## config.mk

```make
export PLATFORM = sky130hd
export DESIGN_NAME = timer0_split_mode_control
export DESIGN_NICKNAME = d
export VERILOG_FILES = /design/src/design/timer0_split_pkg.sv /design/src/design/timer0_split_mode_control.sv
export SDC_FILE = /design/constraint.sdc
export NUM_CORES = 1
export LEC_CHECK = 0
export BUFFER_PORTS_ARGS = -buffer_cell sky130_fd_sc_hd__buf_4
export CAP_MARGIN = 10
export CORE_MARGIN = 2
export CORE_UTILIZATION = 52
export CTS_CLUSTER_DIAMETER = 100
export DETAILED_ROUTE_END_ITERATION = 12
export PLACE_DENSITY_LB_ADDON = 0.15
export SLEW_MARGIN = 20
export SYNTH_ARGS = -nofsm -noshare
export SYNTH_HDL_FRONTEND = slang
export SYNTH_SLANG_ARGS = --single-unit
```

## constraint.sdc

```tcl
create_clock -name clk_sys -period 2.15 [get_ports clk_sys]
set_input_delay 0 -clock clk_sys [delete_from_list [all_inputs] [get_ports clk_sys]]
set_output_delay 0 -clock clk_sys [all_outputs]
set_load 0.1 [all_outputs]
```

## src/design/timer0_split_pkg.sv

```systemverilog
package timer0_split_pkg;
  // Register byte addresses
  localparam logic [7:0] ADDR_TCS   = 8'h88;
  localparam logic [7:0] ADDR_MODE  = 8'h8c;
  localparam logic [7:0] ADDR_CNT0_LO = 8'h90;
  localparam logic [7:0] ADDR_CNT0_HI = 8'h94;
  localparam logic [7:0] ADDR_CNT1_LO = 8'h98;
  localparam logic [7:0] ADDR_CNT1_HI = 8'h9c;
  localparam logic [7:0] ADDR_CFG   = 8'ha0;
  localparam logic [7:0] ADDR_ISTAT = 8'ha4;
  localparam logic [7:0] ADDR_IMASK = 8'ha8;

  // timer_control_status fields
  localparam int TCS_OVF1   = 7;
  localparam int TCS_RUN1   = 6;
  localparam int TCS_OVF0   = 5;
  localparam int TCS_RUN0   = 4;
  localparam int TCS_XFLAG1 = 3;
  localparam int TCS_XTYPE1 = 2;
  localparam int TCS_XFLAG0 = 1;
  localparam int TCS_XTYPE0 = 0;
  localparam logic [7:0] TCS_RESET = 8'h00;

  // timer_mode_select_reg fields
  localparam int MODE_GATE_SEC = 7;
  localparam int MODE_CT1   = 6;
  localparam int MODE_M1_HI = 5;
  localparam int MODE_M1_LO = 4;
  localparam int MODE_GATE_PRI = 3;
  localparam int MODE_CT0   = 2;
  localparam int MODE_M0_HI = 1;
  localparam int MODE_M0_LO = 0;
  localparam logic [7:0] MODE_RESET = 8'h00;

  // Configuration fields
  localparam int CFG_POL0 = 0;
  localparam int CFG_POL1 = 1;
  localparam int CFG_SYS0 = 2;
  localparam int CFG_SYS1 = 3;
  localparam logic [7:0] CFG_RESET = 8'h00;

  // Interrupt status / mask bits and synchroniser slots
  localparam int EV_OVF0  = 0;
  localparam int EV_OVF1  = 1;
  localparam int EV_XINT0 = 2;
  localparam int EV_XINT1 = 3;
  localparam int PIN_CNT0 = 0;
  localparam int PIN_CNT1 = 1;
  localparam int PIN_EXT0 = 2;
  localparam int PIN_EXT1 = 3;

  localparam logic [1:0] MODE_13BIT = 2'h0;
  localparam logic [1:0] MODE_16BIT = 2'h1;
  localparam logic [1:0] MODE_8RELOAD = 2'h2;
  localparam logic [1:0] MODE_SPLIT = 2'h3;

  localparam logic [1:0] RESP_OKAY   = 2'h0;
  localparam logic [1:0] RESP_SLVERR = 2'h2;

  localparam int PRESCALE_DIV = 12;
endpackage

```

## src/design/timer0_split_mode_control.sv

```systemverilog
`timescale 1ns/1ps
// Summary of operation
// RULE1 - Mode 3 on the first timer splits it into two 8-bit counters.
// RULE2 - Low byte uses first timer run, select, gate and overflow flag.
// RULE3 - Low byte counts clock ticks or falling edges of the count pin.
// RULE4 - High byte is a timer only, system or prescaled clock.
// RULE5 - High byte advances only while second timer run is set; no gate.
// RULE6 - High byte wrap sets second timer overflow flag and its request.
// RULE7 - Second timer in split mode: no pin counting, no flag, no interrupt.
// RULE8 - Second timer overflow still gives the baud and conversion tick.
// RULE9 - In split mode second timer runs in modes 0-2, stops in mode 3.
// RULE10 - Each external interrupt has level/edge select and polarity bit.
// RULE11 - Counter overflow sets its flag and requests its interrupt.
// RULE12 - Run enables timer if gate clear, or gate set and input active.
// RULE13 - Setting run does not reset the count.
// RULE14 - Flags set by hardware, cleared by software or by vectoring.
// RULE15 - Level-sensed external flag follows the active input.
module timer0_split_mode_control #(
  parameter int PRESCALE = timer0_split_pkg::PRESCALE_DIV
) (
  input  wire logic        clk_sys,
  input  wire logic        rst_n,
  input  wire logic        first_count_pin,
  input  wire logic        second_count_pin,
  input  wire logic        ext_irq0_input,
  input  wire logic        ext_irq1_input,
  input  wire logic [3:0]  vecAck,
  input  wire logic        s_axi_awvalid,
  output logic             s_axi_awready,
  input  wire logic [7:0]  s_axi_awaddr,
  input  wire logic        s_axi_wvalid,
  output logic             s_axi_wready,
  input  wire logic [31:0] s_axi_wdata,
  input  wire logic [3:0]  s_axi_wstrb,
  output logic             s_axi_bvalid,
  input  wire logic        s_axi_bready,
  output logic [1:0]       s_axi_bresp,
  input  wire logic        s_axi_arvalid,
  output logic             s_axi_arready,
  input  wire logic [7:0]  s_axi_araddr,
  output logic             s_axi_rvalid,
  input  wire logic        s_axi_rready,
  output logic [31:0]      s_axi_rdata,
  output logic [1:0]       s_axi_rresp,
  output logic             irq,
  output logic             timer0Request,
  output logic             timer1Request,
  output logic             ext0Request,
  output logic             ext1Request,
  output logic             timer1OverflowTick
);

  typedef struct packed {
    logic [7:0]  tcs;
    logic [7:0]  mode;
    logic [7:0]  cnt0Lo;
    logic [7:0]  cnt0Hi;
    logic [7:0]  cnt1Lo;
    logic [7:0]  cnt1Hi;
    logic [7:0]  cfg;
    logic [3:0]  istat;
    logic [3:0]  imask;
    logic [3:0]  sync1;
    logic [3:0]  sync2;
    logic [3:0]  prev;
    logic [7:0]  pre;
    logic        awRdy;
    logic        awHeld;
    logic [7:0]  awAddr;
    logic        wRdy;
    logic        wHeld;
    logic [31:0] wData;
    logic [3:0]  wStrb;
    logic        bValid;
    logic [1:0]  bResp;
    logic        arRdy;
    logic        rValid;
    logic [31:0] rData;
    logic [1:0]  rResp;
    logic        irq;
    logic        wrapTick;
  } state_t;

  state_t s_q;
  state_t s_d;

  function automatic logic [7:0] wordAddr(input logic [7:0] a);
    wordAddr = {a[7:2], 2'b00};
  endfunction

  function automatic logic addrHit(input logic [7:0] a);
    logic [7:0] w;
    w = wordAddr(a);
    addrHit = (w == timer0_split_pkg::ADDR_TCS) || (w == timer0_split_pkg::ADDR_MODE)
           || (w == timer0_split_pkg::ADDR_CNT0_LO) || (w == timer0_split_pkg::ADDR_CNT0_HI)
           || (w == timer0_split_pkg::ADDR_CNT1_LO) || (w == timer0_split_pkg::ADDR_CNT1_HI)
           || (w == timer0_split_pkg::ADDR_CFG) || (w == timer0_split_pkg::ADDR_ISTAT)
           || (w == timer0_split_pkg::ADDR_IMASK);
  endfunction

  // One count step in modes 0 to 2; returns {overflow, high, low}
  function automatic logic [16:0] advance(input logic [1:0] m,
                                          input logic [7:0] lo,
                                          input logic [7:0] hi);
    logic [13:0] v13;
    logic [16:0] v16;
    logic [8:0]  v8;
    v13 = {1'b0, hi, lo[4:0]} + 14'h0001;
    v16 = {1'b0, hi, lo} + 17'h00001;
    v8  = {1'b0, lo} + 9'h001;
    case (m)
      timer0_split_pkg::MODE_13BIT: advance = {v13[13], v13[12:5], lo[7:5], v13[4:0]};
      timer0_split_pkg::MODE_16BIT: advance = v16;
      timer0_split_pkg::MODE_8RELOAD: advance = {v8[8], hi, (v8[8] ? hi : v8[7:0])};
      default: advance = {1'b0, hi, lo};
    endcase
  endfunction

  logic        preTick;
  logic [3:0]  fall;
  logic        act0;
  logic        act1;
  logic        act0Prev;
  logic        act1Prev;
  logic        tick0;
  logic        tick1;
  logic        step0;
  logic        step1;
  logic        split;
  logic        ovf0Set;
  logic        ovf1Set;
  logic        cnt1Wrap;
  logic        doWrite;
  logic        wrByte;
  logic [7:0]  wrAddr;
  logic [7:0]  wrVal;
  logic [8:0]  sum8;
  logic [16:0] adv;
  logic [3:0]  ev;
  logic [3:0]  w1c;
  logic [7:0]  rdAddr;

  always_comb begin
    s_d = s_q;
    s_d.wrapTick = 1'b0;
    sum8 = 9'h000;
    adv = 17'h00000;
    ovf0Set = 1'b0;
    ovf1Set = 1'b0;
    cnt1Wrap = 1'b0;
    w1c = 4'h0;

    // Prescaler and pin synchronisers
    preTick = (s_q.pre == 8'(PRESCALE - 1));
    s_d.pre = preTick ? 8'h00 : s_q.pre + 8'h01;
    s_d.sync1 = {ext_irq1_input, ext_irq0_input, second_count_pin, first_count_pin};
    s_d.sync2 = s_q.sync1;
    s_d.prev = s_q.sync2;
    fall = s_q.prev & ~s_q.sync2;

    act0 = (s_q.sync2[timer0_split_pkg::PIN_EXT0] == s_q.cfg[timer0_split_pkg::CFG_POL0]); // [RULE10]
    act1 = (s_q.sync2[timer0_split_pkg::PIN_EXT1] == s_q.cfg[timer0_split_pkg::CFG_POL1]); // [RULE10]
    act0Prev = (s_q.prev[timer0_split_pkg::PIN_EXT0] == s_q.cfg[timer0_split_pkg::CFG_POL0]);
    act1Prev = (s_q.prev[timer0_split_pkg::PIN_EXT1] == s_q.cfg[timer0_split_pkg::CFG_POL1]);
    tick0 = s_q.cfg[timer0_split_pkg::CFG_SYS0] | preTick;
    tick1 = s_q.cfg[timer0_split_pkg::CFG_SYS1] | preTick;

    split = (s_q.mode[timer0_split_pkg::MODE_M0_HI:timer0_split_pkg::MODE_M0_LO]
             == timer0_split_pkg::MODE_SPLIT);

    // First timer enable and step source
    step0 = s_q.tcs[timer0_split_pkg::TCS_RUN0]
          && (!s_q.mode[timer0_split_pkg::MODE_GATE_PRI] || act0) // [RULE12] [RULE2]
          && (s_q.mode[timer0_split_pkg::MODE_CT0] ? fall[timer0_split_pkg::PIN_CNT0]
                                                   : tick0);  // [RULE3]

    if (split) begin
      // Low byte, 8-bit wrap
      if (step0) begin
        sum8 = {1'b0, s_q.cnt0Lo} + 9'h001; // [RULE1] [RULE13]
        s_d.cnt0Lo = sum8[7:0];
        ovf0Set = sum8[8]; // [RULE2]
      end
      // High byte, timer only, run by second timer run bit
      if (s_q.tcs[timer0_split_pkg::TCS_RUN1] && tick0) begin // [RULE4] [RULE5]
        sum8 = {1'b0, s_q.cnt0Hi} + 9'h001; // [RULE1]
        s_d.cnt0Hi = sum8[7:0];
        ovf1Set = sum8[8]; // [RULE6]
      end
      // Second timer: mode decides, internal clock only, no flag
      step1 = (s_q.mode[timer0_split_pkg::MODE_M1_HI:timer0_split_pkg::MODE_M1_LO]
               != timer0_split_pkg::MODE_SPLIT) && tick1; // [RULE9] [RULE7]
      if (step1) begin
        adv = advance(s_q.mode[timer0_split_pkg::MODE_M1_HI:timer0_split_pkg::MODE_M1_LO],
                      s_q.cnt1Lo, s_q.cnt1Hi);
        s_d.cnt1Lo = adv[7:0];
        s_d.cnt1Hi = adv[15:8];
        cnt1Wrap = adv[16];
      end
    end else begin
      if (step0) begin
        adv = advance(s_q.mode[timer0_split_pkg::MODE_M0_HI:timer0_split_pkg::MODE_M0_LO],
                      s_q.cnt0Lo, s_q.cnt0Hi); // [RULE13]
        s_d.cnt0Lo = adv[7:0];
        s_d.cnt0Hi = adv[15:8];
        ovf0Set = adv[16]; // [RULE11]
      end
      step1 = s_q.tcs[timer0_split_pkg::TCS_RUN1]
            && (!s_q.mode[timer0_split_pkg::MODE_GATE_SEC] || act1) // [RULE12]
            && (s_q.mode[timer0_split_pkg::MODE_M1_HI:timer0_split_pkg::MODE_M1_LO]
                != timer0_split_pkg::MODE_SPLIT)
            && (s_q.mode[timer0_split_pkg::MODE_CT1] ? fall[timer0_split_pkg::PIN_CNT1]
                                                     : tick1);
      if (step1) begin
        adv = advance(s_q.mode[timer0_split_pkg::MODE_M1_HI:timer0_split_pkg::MODE_M1_LO],
                      s_q.cnt1Lo, s_q.cnt1Hi);
        s_d.cnt1Lo = adv[7:0];
        s_d.cnt1Hi = adv[15:8];
        cnt1Wrap = adv[16];
        ovf1Set = adv[16]; // [RULE11]
      end
    end
    s_d.wrapTick = cnt1Wrap; // [RULE8]

    // Write channel capture
    if (s_axi_awvalid && s_q.awRdy) begin
      s_d.awHeld = 1'b1;
      s_d.awAddr = s_axi_awaddr;
    end
    if (s_axi_wvalid && s_q.wRdy) begin
      s_d.wHeld = 1'b1;
      s_d.wData = s_axi_wdata;
      s_d.wStrb = s_axi_wstrb;
    end
    if (s_axi_bready && s_q.bValid) begin
      s_d.bValid = 1'b0;
    end
    doWrite = s_q.awHeld && s_q.wHeld && !s_q.bValid;
    wrAddr = wordAddr(s_q.awAddr);
    wrByte = doWrite && s_q.wStrb[0];
    wrVal = s_q.wData[7:0];
    if (doWrite) begin
      s_d.awHeld = 1'b0;
      s_d.wHeld = 1'b0;
      s_d.bValid = 1'b1;
      s_d.bResp = addrHit(s_q.awAddr) ? timer0_split_pkg::RESP_OKAY
                                      : timer0_split_pkg::RESP_SLVERR;
    end

    // Software writes; counter loads override a count step
    if (wrByte) begin
      case (wrAddr)
        timer0_split_pkg::ADDR_TCS:   s_d.tcs = wrVal;
        timer0_split_pkg::ADDR_MODE:  s_d.mode = wrVal;
        timer0_split_pkg::ADDR_CNT0_LO: s_d.cnt0Lo = wrVal;
        timer0_split_pkg::ADDR_CNT0_HI: s_d.cnt0Hi = wrVal;
        timer0_split_pkg::ADDR_CNT1_LO: s_d.cnt1Lo = wrVal;
        timer0_split_pkg::ADDR_CNT1_HI: s_d.cnt1Hi = wrVal;
        timer0_split_pkg::ADDR_CFG:   s_d.cfg = wrVal;
        timer0_split_pkg::ADDR_ISTAT: w1c = wrVal[3:0];
        timer0_split_pkg::ADDR_IMASK: s_d.imask = wrVal[3:0];
        default: ;
      endcase
    end

    // Flag clear by vectoring, then hardware set wins
    s_d.tcs[timer0_split_pkg::TCS_OVF0] = (s_d.tcs[timer0_split_pkg::TCS_OVF0]
        & ~vecAck[timer0_split_pkg::EV_OVF0]) | ovf0Set; // [RULE14]
    s_d.tcs[timer0_split_pkg::TCS_OVF1] = (s_d.tcs[timer0_split_pkg::TCS_OVF1]
        & ~vecAck[timer0_split_pkg::EV_OVF1]) | ovf1Set; // [RULE14]
    if (s_q.tcs[timer0_split_pkg::TCS_XTYPE0]) begin
      s_d.tcs[timer0_split_pkg::TCS_XFLAG0] = (s_d.tcs[timer0_split_pkg::TCS_XFLAG0]
          & ~vecAck[timer0_split_pkg::EV_XINT0])
          | (act0 & ~act0Prev); // [RULE14] [RULE10]
    end else begin
      s_d.tcs[timer0_split_pkg::TCS_XFLAG0] = act0; // [RULE15]
    end
    if (s_q.tcs[timer0_split_pkg::TCS_XTYPE1]) begin
      s_d.tcs[timer0_split_pkg::TCS_XFLAG1] = (s_d.tcs[timer0_split_pkg::TCS_XFLAG1]
          & ~vecAck[timer0_split_pkg::EV_XINT1])
          | (act1 & ~act1Prev); // [RULE14] [RULE10]
    end else begin
      s_d.tcs[timer0_split_pkg::TCS_XFLAG1] = act1; // [RULE15]
    end

    // Sticky events, write one to clear, set wins
    ev = {act1 & ~act1Prev, act0 & ~act0Prev, ovf1Set, ovf0Set};
    s_d.istat = (s_q.istat & ~w1c) | ev;
    s_d.irq = |(s_d.istat & s_d.imask);

    // Read channel
    if (s_axi_rready && s_q.rValid) begin
      s_d.rValid = 1'b0;
    end
    rdAddr = wordAddr(s_axi_araddr);
    if (s_axi_arvalid && s_q.arRdy) begin
      s_d.rValid = 1'b1;
      s_d.rResp = addrHit(s_axi_araddr) ? timer0_split_pkg::RESP_OKAY
                                        : timer0_split_pkg::RESP_SLVERR;
      case (rdAddr)
        timer0_split_pkg::ADDR_TCS:   s_d.rData = {24'h000000, s_q.tcs};
        timer0_split_pkg::ADDR_MODE:  s_d.rData = {24'h000000, s_q.mode};
        timer0_split_pkg::ADDR_CNT0_LO: s_d.rData = {24'h000000, s_q.cnt0Lo};
        timer0_split_pkg::ADDR_CNT0_HI: s_d.rData = {24'h000000, s_q.cnt0Hi};
        timer0_split_pkg::ADDR_CNT1_LO: s_d.rData = {24'h000000, s_q.cnt1Lo};
        timer0_split_pkg::ADDR_CNT1_HI: s_d.rData = {24'h000000, s_q.cnt1Hi};
        timer0_split_pkg::ADDR_CFG:   s_d.rData = {24'h000000, s_q.cfg};
        timer0_split_pkg::ADDR_ISTAT: s_d.rData = {28'h0000000, s_q.istat};
        timer0_split_pkg::ADDR_IMASK: s_d.rData = {28'h0000000, s_q.imask};
        default:                      s_d.rData = 32'h00000000;
      endcase
    end

    s_d.awRdy = !s_d.awHeld;
    s_d.wRdy = !s_d.wHeld;
    s_d.arRdy = !s_d.rValid;
  end

  always_ff @(posedge clk_sys) begin
    if (!rst_n) begin
      s_q <= '0;
    end else begin
      s_q <= s_d;
    end
  end

  assign s_axi_awready = s_q.awRdy;
  assign s_axi_wready = s_q.wRdy;
  assign s_axi_bvalid = s_q.bValid;
  assign s_axi_bresp = s_q.bResp;
  assign s_axi_arready = s_q.arRdy;
  assign s_axi_rvalid = s_q.rValid;
  assign s_axi_rdata = s_q.rData;
  assign s_axi_rresp = s_q.rResp;
  assign irq = s_q.irq;
  assign timer0Request = s_q.tcs[timer0_split_pkg::TCS_OVF0];
  assign timer1Request = s_q.tcs[timer0_split_pkg::TCS_OVF1];
  assign ext0Request = s_q.tcs[timer0_split_pkg::TCS_XFLAG0];
  assign ext1Request = s_q.tcs[timer0_split_pkg::TCS_XFLAG1];
  assign timer1OverflowTick = s_q.wrapTick;

endmodule

```

==> impl_metrics.py <==
metrics = {
    "setup_path": {
        "start_kind": "flip-flop",
        "r2r_start": "s_q[171]",
        "crit_start": "s_q[171]",
        "setup.worst_path.class": "reg -> reg",
        "crit_required_ps": 2480,
        "crit_arrival_ps": 2420,
        "worstSetupEndpointType": "flip-flop",
        "worst-path-max-fanout": 5,
    },
    "grt": {
        "grt_usage_pct": 30.6,
        "grt_start_max_net_pins": 45,
        "grt_pass1_wl_mm": 33.7,
        "antenna_found_initial": 0,
        "grt_pass1_vias": 6322,
        "grt_overflow_total": 0,
    },
    "yosys": {
        "synth_most_common_cell": "dfxtp_1",
        "synth_cell_types": 85,
        "syn_area_per_cell_sq_um": 8.10,
        "yosys_most_used_dff": "dfxtp_1",
        "synthTopCellsByCount": "118 x dfxtp_1, 103 x nand2_1, 83 x nor2_1",
        "ys_warn_count": 0,
        "syn_area_sq_mm": 0.00687,
        "ys_seq_area_share_pct": 34.4,
        "synth_top_cell_area_share_pct": 34.4,
        "synth-edff-count": 0,
        "yosys-top-cells-area": "dfxtp_1 34%, nand2_1 5.6%, a21oi_1 5.2%",
        "yosysTopAreaCell": "dfxtp_1",
        "yosys_register_bits": 118,
        "syn_inst": 848,
        "synthArstFlopShare_pct": 0,
    },
    "routing": {
        "vias_per_cell": 6.02,
        "first_pass_iters": 5,
        "drc": 0,
        "drtIter0Drc": 693,
        "detail-route-antenna-nets": 0,
        "finalWirelength_mm": 21.8,
        "wl_per_cell_microns": 19.0,
        "vias": 6904,
    },
    "die": {
        "ioPinCount": 114,
        "fp.dieH_microns": 119,
        "die-area_sq_mm": 0.0142,
        "start_util_pct": 52.5,
        "placeableCoreArea_sq_mm": 0.0131,
        "dieWidth_microns": 119,
        "rows": 42,
    },
    "layout": {
        "final_area_sq_mm": 0.00860,
        "n_antenna_cell": 0,
        "fin_util_pct": 65.7,
        "fin_nets": 1029,
        "areaGrowthSynthToFinish_pct": 25.2,
        "drive_above_1_share_pct": 20.4,
    },
    "clock_network": {
        "cts_root_buf": "clkbuf_16",
        "clock-sinks": 118,
        "h-tree-depth": 4,
        "clock_latency_ps": 420,
        "path_clk_slew_ps": 60,
        "clock_path_buffers": 2,
        "cts_made_buffers": 17,
        "cts_tree": "done",
    },
    "sta": {
        "worst_pin_slew_ps": 608,
        "finClkSkew_ps": 7.43,
        "min_period_ps": 2090,
        "slew_violations": 0,
        "post-route-period-util_pct": 97.1,
        "relSlewSlack_pct": 58.4,
        "finalHoldViolCount": 0,
        "max_freq_mhz": 479,
        "setup-violations-final": 0,
    },
    "power": {
        "p_sw_mw": 1.54,
        "leakage_nw": 3.19,
        "p_clk_share_pct": 50.5,
        "ir_drop_mv": 0.558,
        "p_int_mw": 4.36,
        "p_sw_share_pct": 26.1,
        "pwr_density_cell_mw_per_mm2": 687,
        "p_seq_share_pct": 39.0,
        "p_comb_share_pct": 10.5,
    },
    "hold_path": {
        "min_path_type": "in -> reg",
        "min_from": "rst_n",
    },
    "placed_design": {
        "hpwl_mm": 15.3,
        "gp_congestion": 0.992,
        "io_buffers": 56,
        "placed_area_sq_mm": 0.00747,
    },
    "flow_run": {
        "maxCapViolCount": 0,
    },
    "status": {
        "status": "finished, final reports clean",
    },
}
[sequential cells by signal (all words and copies together) (netlist names)]
signal,count
s_axi_rdata,8
timer1Request,1
irq,1
timer1OverflowTick,1
ext1Request,1
s_axi_arready,1
timer0Request,1
ext0Request,1
s_d,8
s_axi_wready,1
s_q,89
s_axi_bvalid,1
s_axi_rresp,1
s_axi_rvalid,1
s_axi_awready,1
s_axi_bresp,1
[kinds of logic (layout without fill, tap and decap cells)]
group                    count (synthesis)  count (layout)  share of synthesized area [%]
AND/OR/NAND/NOR                        335             335                           25.3
AO/OA/AOI/OAI                          225             226                           21.9
flip-flops                             118             118                           34.4
buffers and inverters                  104             200                           8.94
multiplexers                            40              40                           5.93
XOR/XNOR                                21              21                           2.79
adder cells (fa/ha/maj)                  4               4                          0.728
other                                    1              26                         0.0546
[layout by cell type, fill, tap and decap left out, types with 5 or more instances in the layout]
cell type / n
clkbuf_16: 17
o211ai_1: 12
a22oi_1: 13
a31oi_1: 9
nand3_1: 28
mux2_2: 6
nor3_1: 17
conb_1: 26
xnor2_1: 11
buf_4: 118
dfxtp_1: 113
nand2b_1: 9
o22ai_1: 17
a211oi_1: 5
nor2_1: 83
nand4_1: 10
dfxtp_2: 5
o21ai_0: 41
a21o_1: 5
inv_1: 15
a21oi_1: 71
and2_1: 19
dlygate4sd3_1: 33
or3_1: 6
nor4_1: 8
mux2i_1: 34
xor2_1: 9
and3_1: 12
nand2_1: 103
[repair_timing]
| action | CTS | global route |
|---|---|---|
| pin swaps | 1 | 5 |
| buffers inserted | 2 | 7 |
| cloned | 0 | 1 |
| endpoints found under the hold margin | 29 | 0 |
| hold buffers | 33 | 0 |
| resized for setup | 2 | 16 |
| endpoints found under the setup margin | 4 | 26 |
[power groups by stage]
| stage | combinational [mW] | clock [mW] | sequential [mW] |
|---|---|---|---|
| floorplan | 0.433 | 0 | 2.38 |
| global placement | 0.557 | 0 | 2.34 |
| detailed placement | 0.563 | 0 | 2.35 |
| CTS | 0.611 | 3.00 | 2.30 |
| global route | 0.652 | 3.11 | 2.31 |
| finish | 0.620 | 2.99 | 2.30 |
[worst max-delay path: stages (launching register included)]
cell       delay, ps
dfxtp_2          380
a21bo_4          260
a2111oi_4        340
buf_4            180
o32ai_4          120
buf_4            190
nor4_1           280
a31oi_1           80
a31oi_1          170
[layer usage]
| layer | track usage, % | wire [microns] | up-vias |
|---|---|---|---|
| met2 | 45.6 | 9620 | 354 |
| met5 | 0 | 0 | - |
| met4 | 15.9 | 892 | 0 |
| li1 | - | - | 3223 |
| met3 | 5.60 | 1800 | 65 |
| met1 | 42.1 | 9510 | 3262 |
[cell type report]
cell class                      count  area, sq um
Timing Repair Buffer              153         1250
Clock buffer                       19          443
Multi-Input combinational cell    652         4090
Clock inverter                     12          178
Inverter                           16         60.1
Tap cell                          176          220
Sequential cell                   118         2370
Fill cell                        1090         4480
[through the flow]
stage | setup slack [ps] | std cells | hold WS [ps] | TNS [ps] | total power [mW]
floorplan | 46.6 | 873 | 127 | 0 | 2.81
global placement | 51.9 | 1072 | 211 | 0 | 2.90
detailed placement | -18.6 | 1072 | 210 | -18.6 | 2.91
CTS | 15.5 | 1138 | 65.1 | 0 | 5.91
global route | -18.5 | 1146 | 97.5 | -31.7 | 6.07
finish | 61.5 | 1146 | 82.4 | 0 | 5.91
[final timing paths]
| path | cells after the start | endpoint | slack, ps |
|---|---|---|---|
| min reg2reg | 1 | s_d[97] | 430 |
| min | 3 | s_q[152] | 80 |
| max reg2reg | 8 | s_q[139] | 60 |
| max | 8 | s_q[139] | 60 |
No activity file was read; power rests on OpenSTA's default activity.
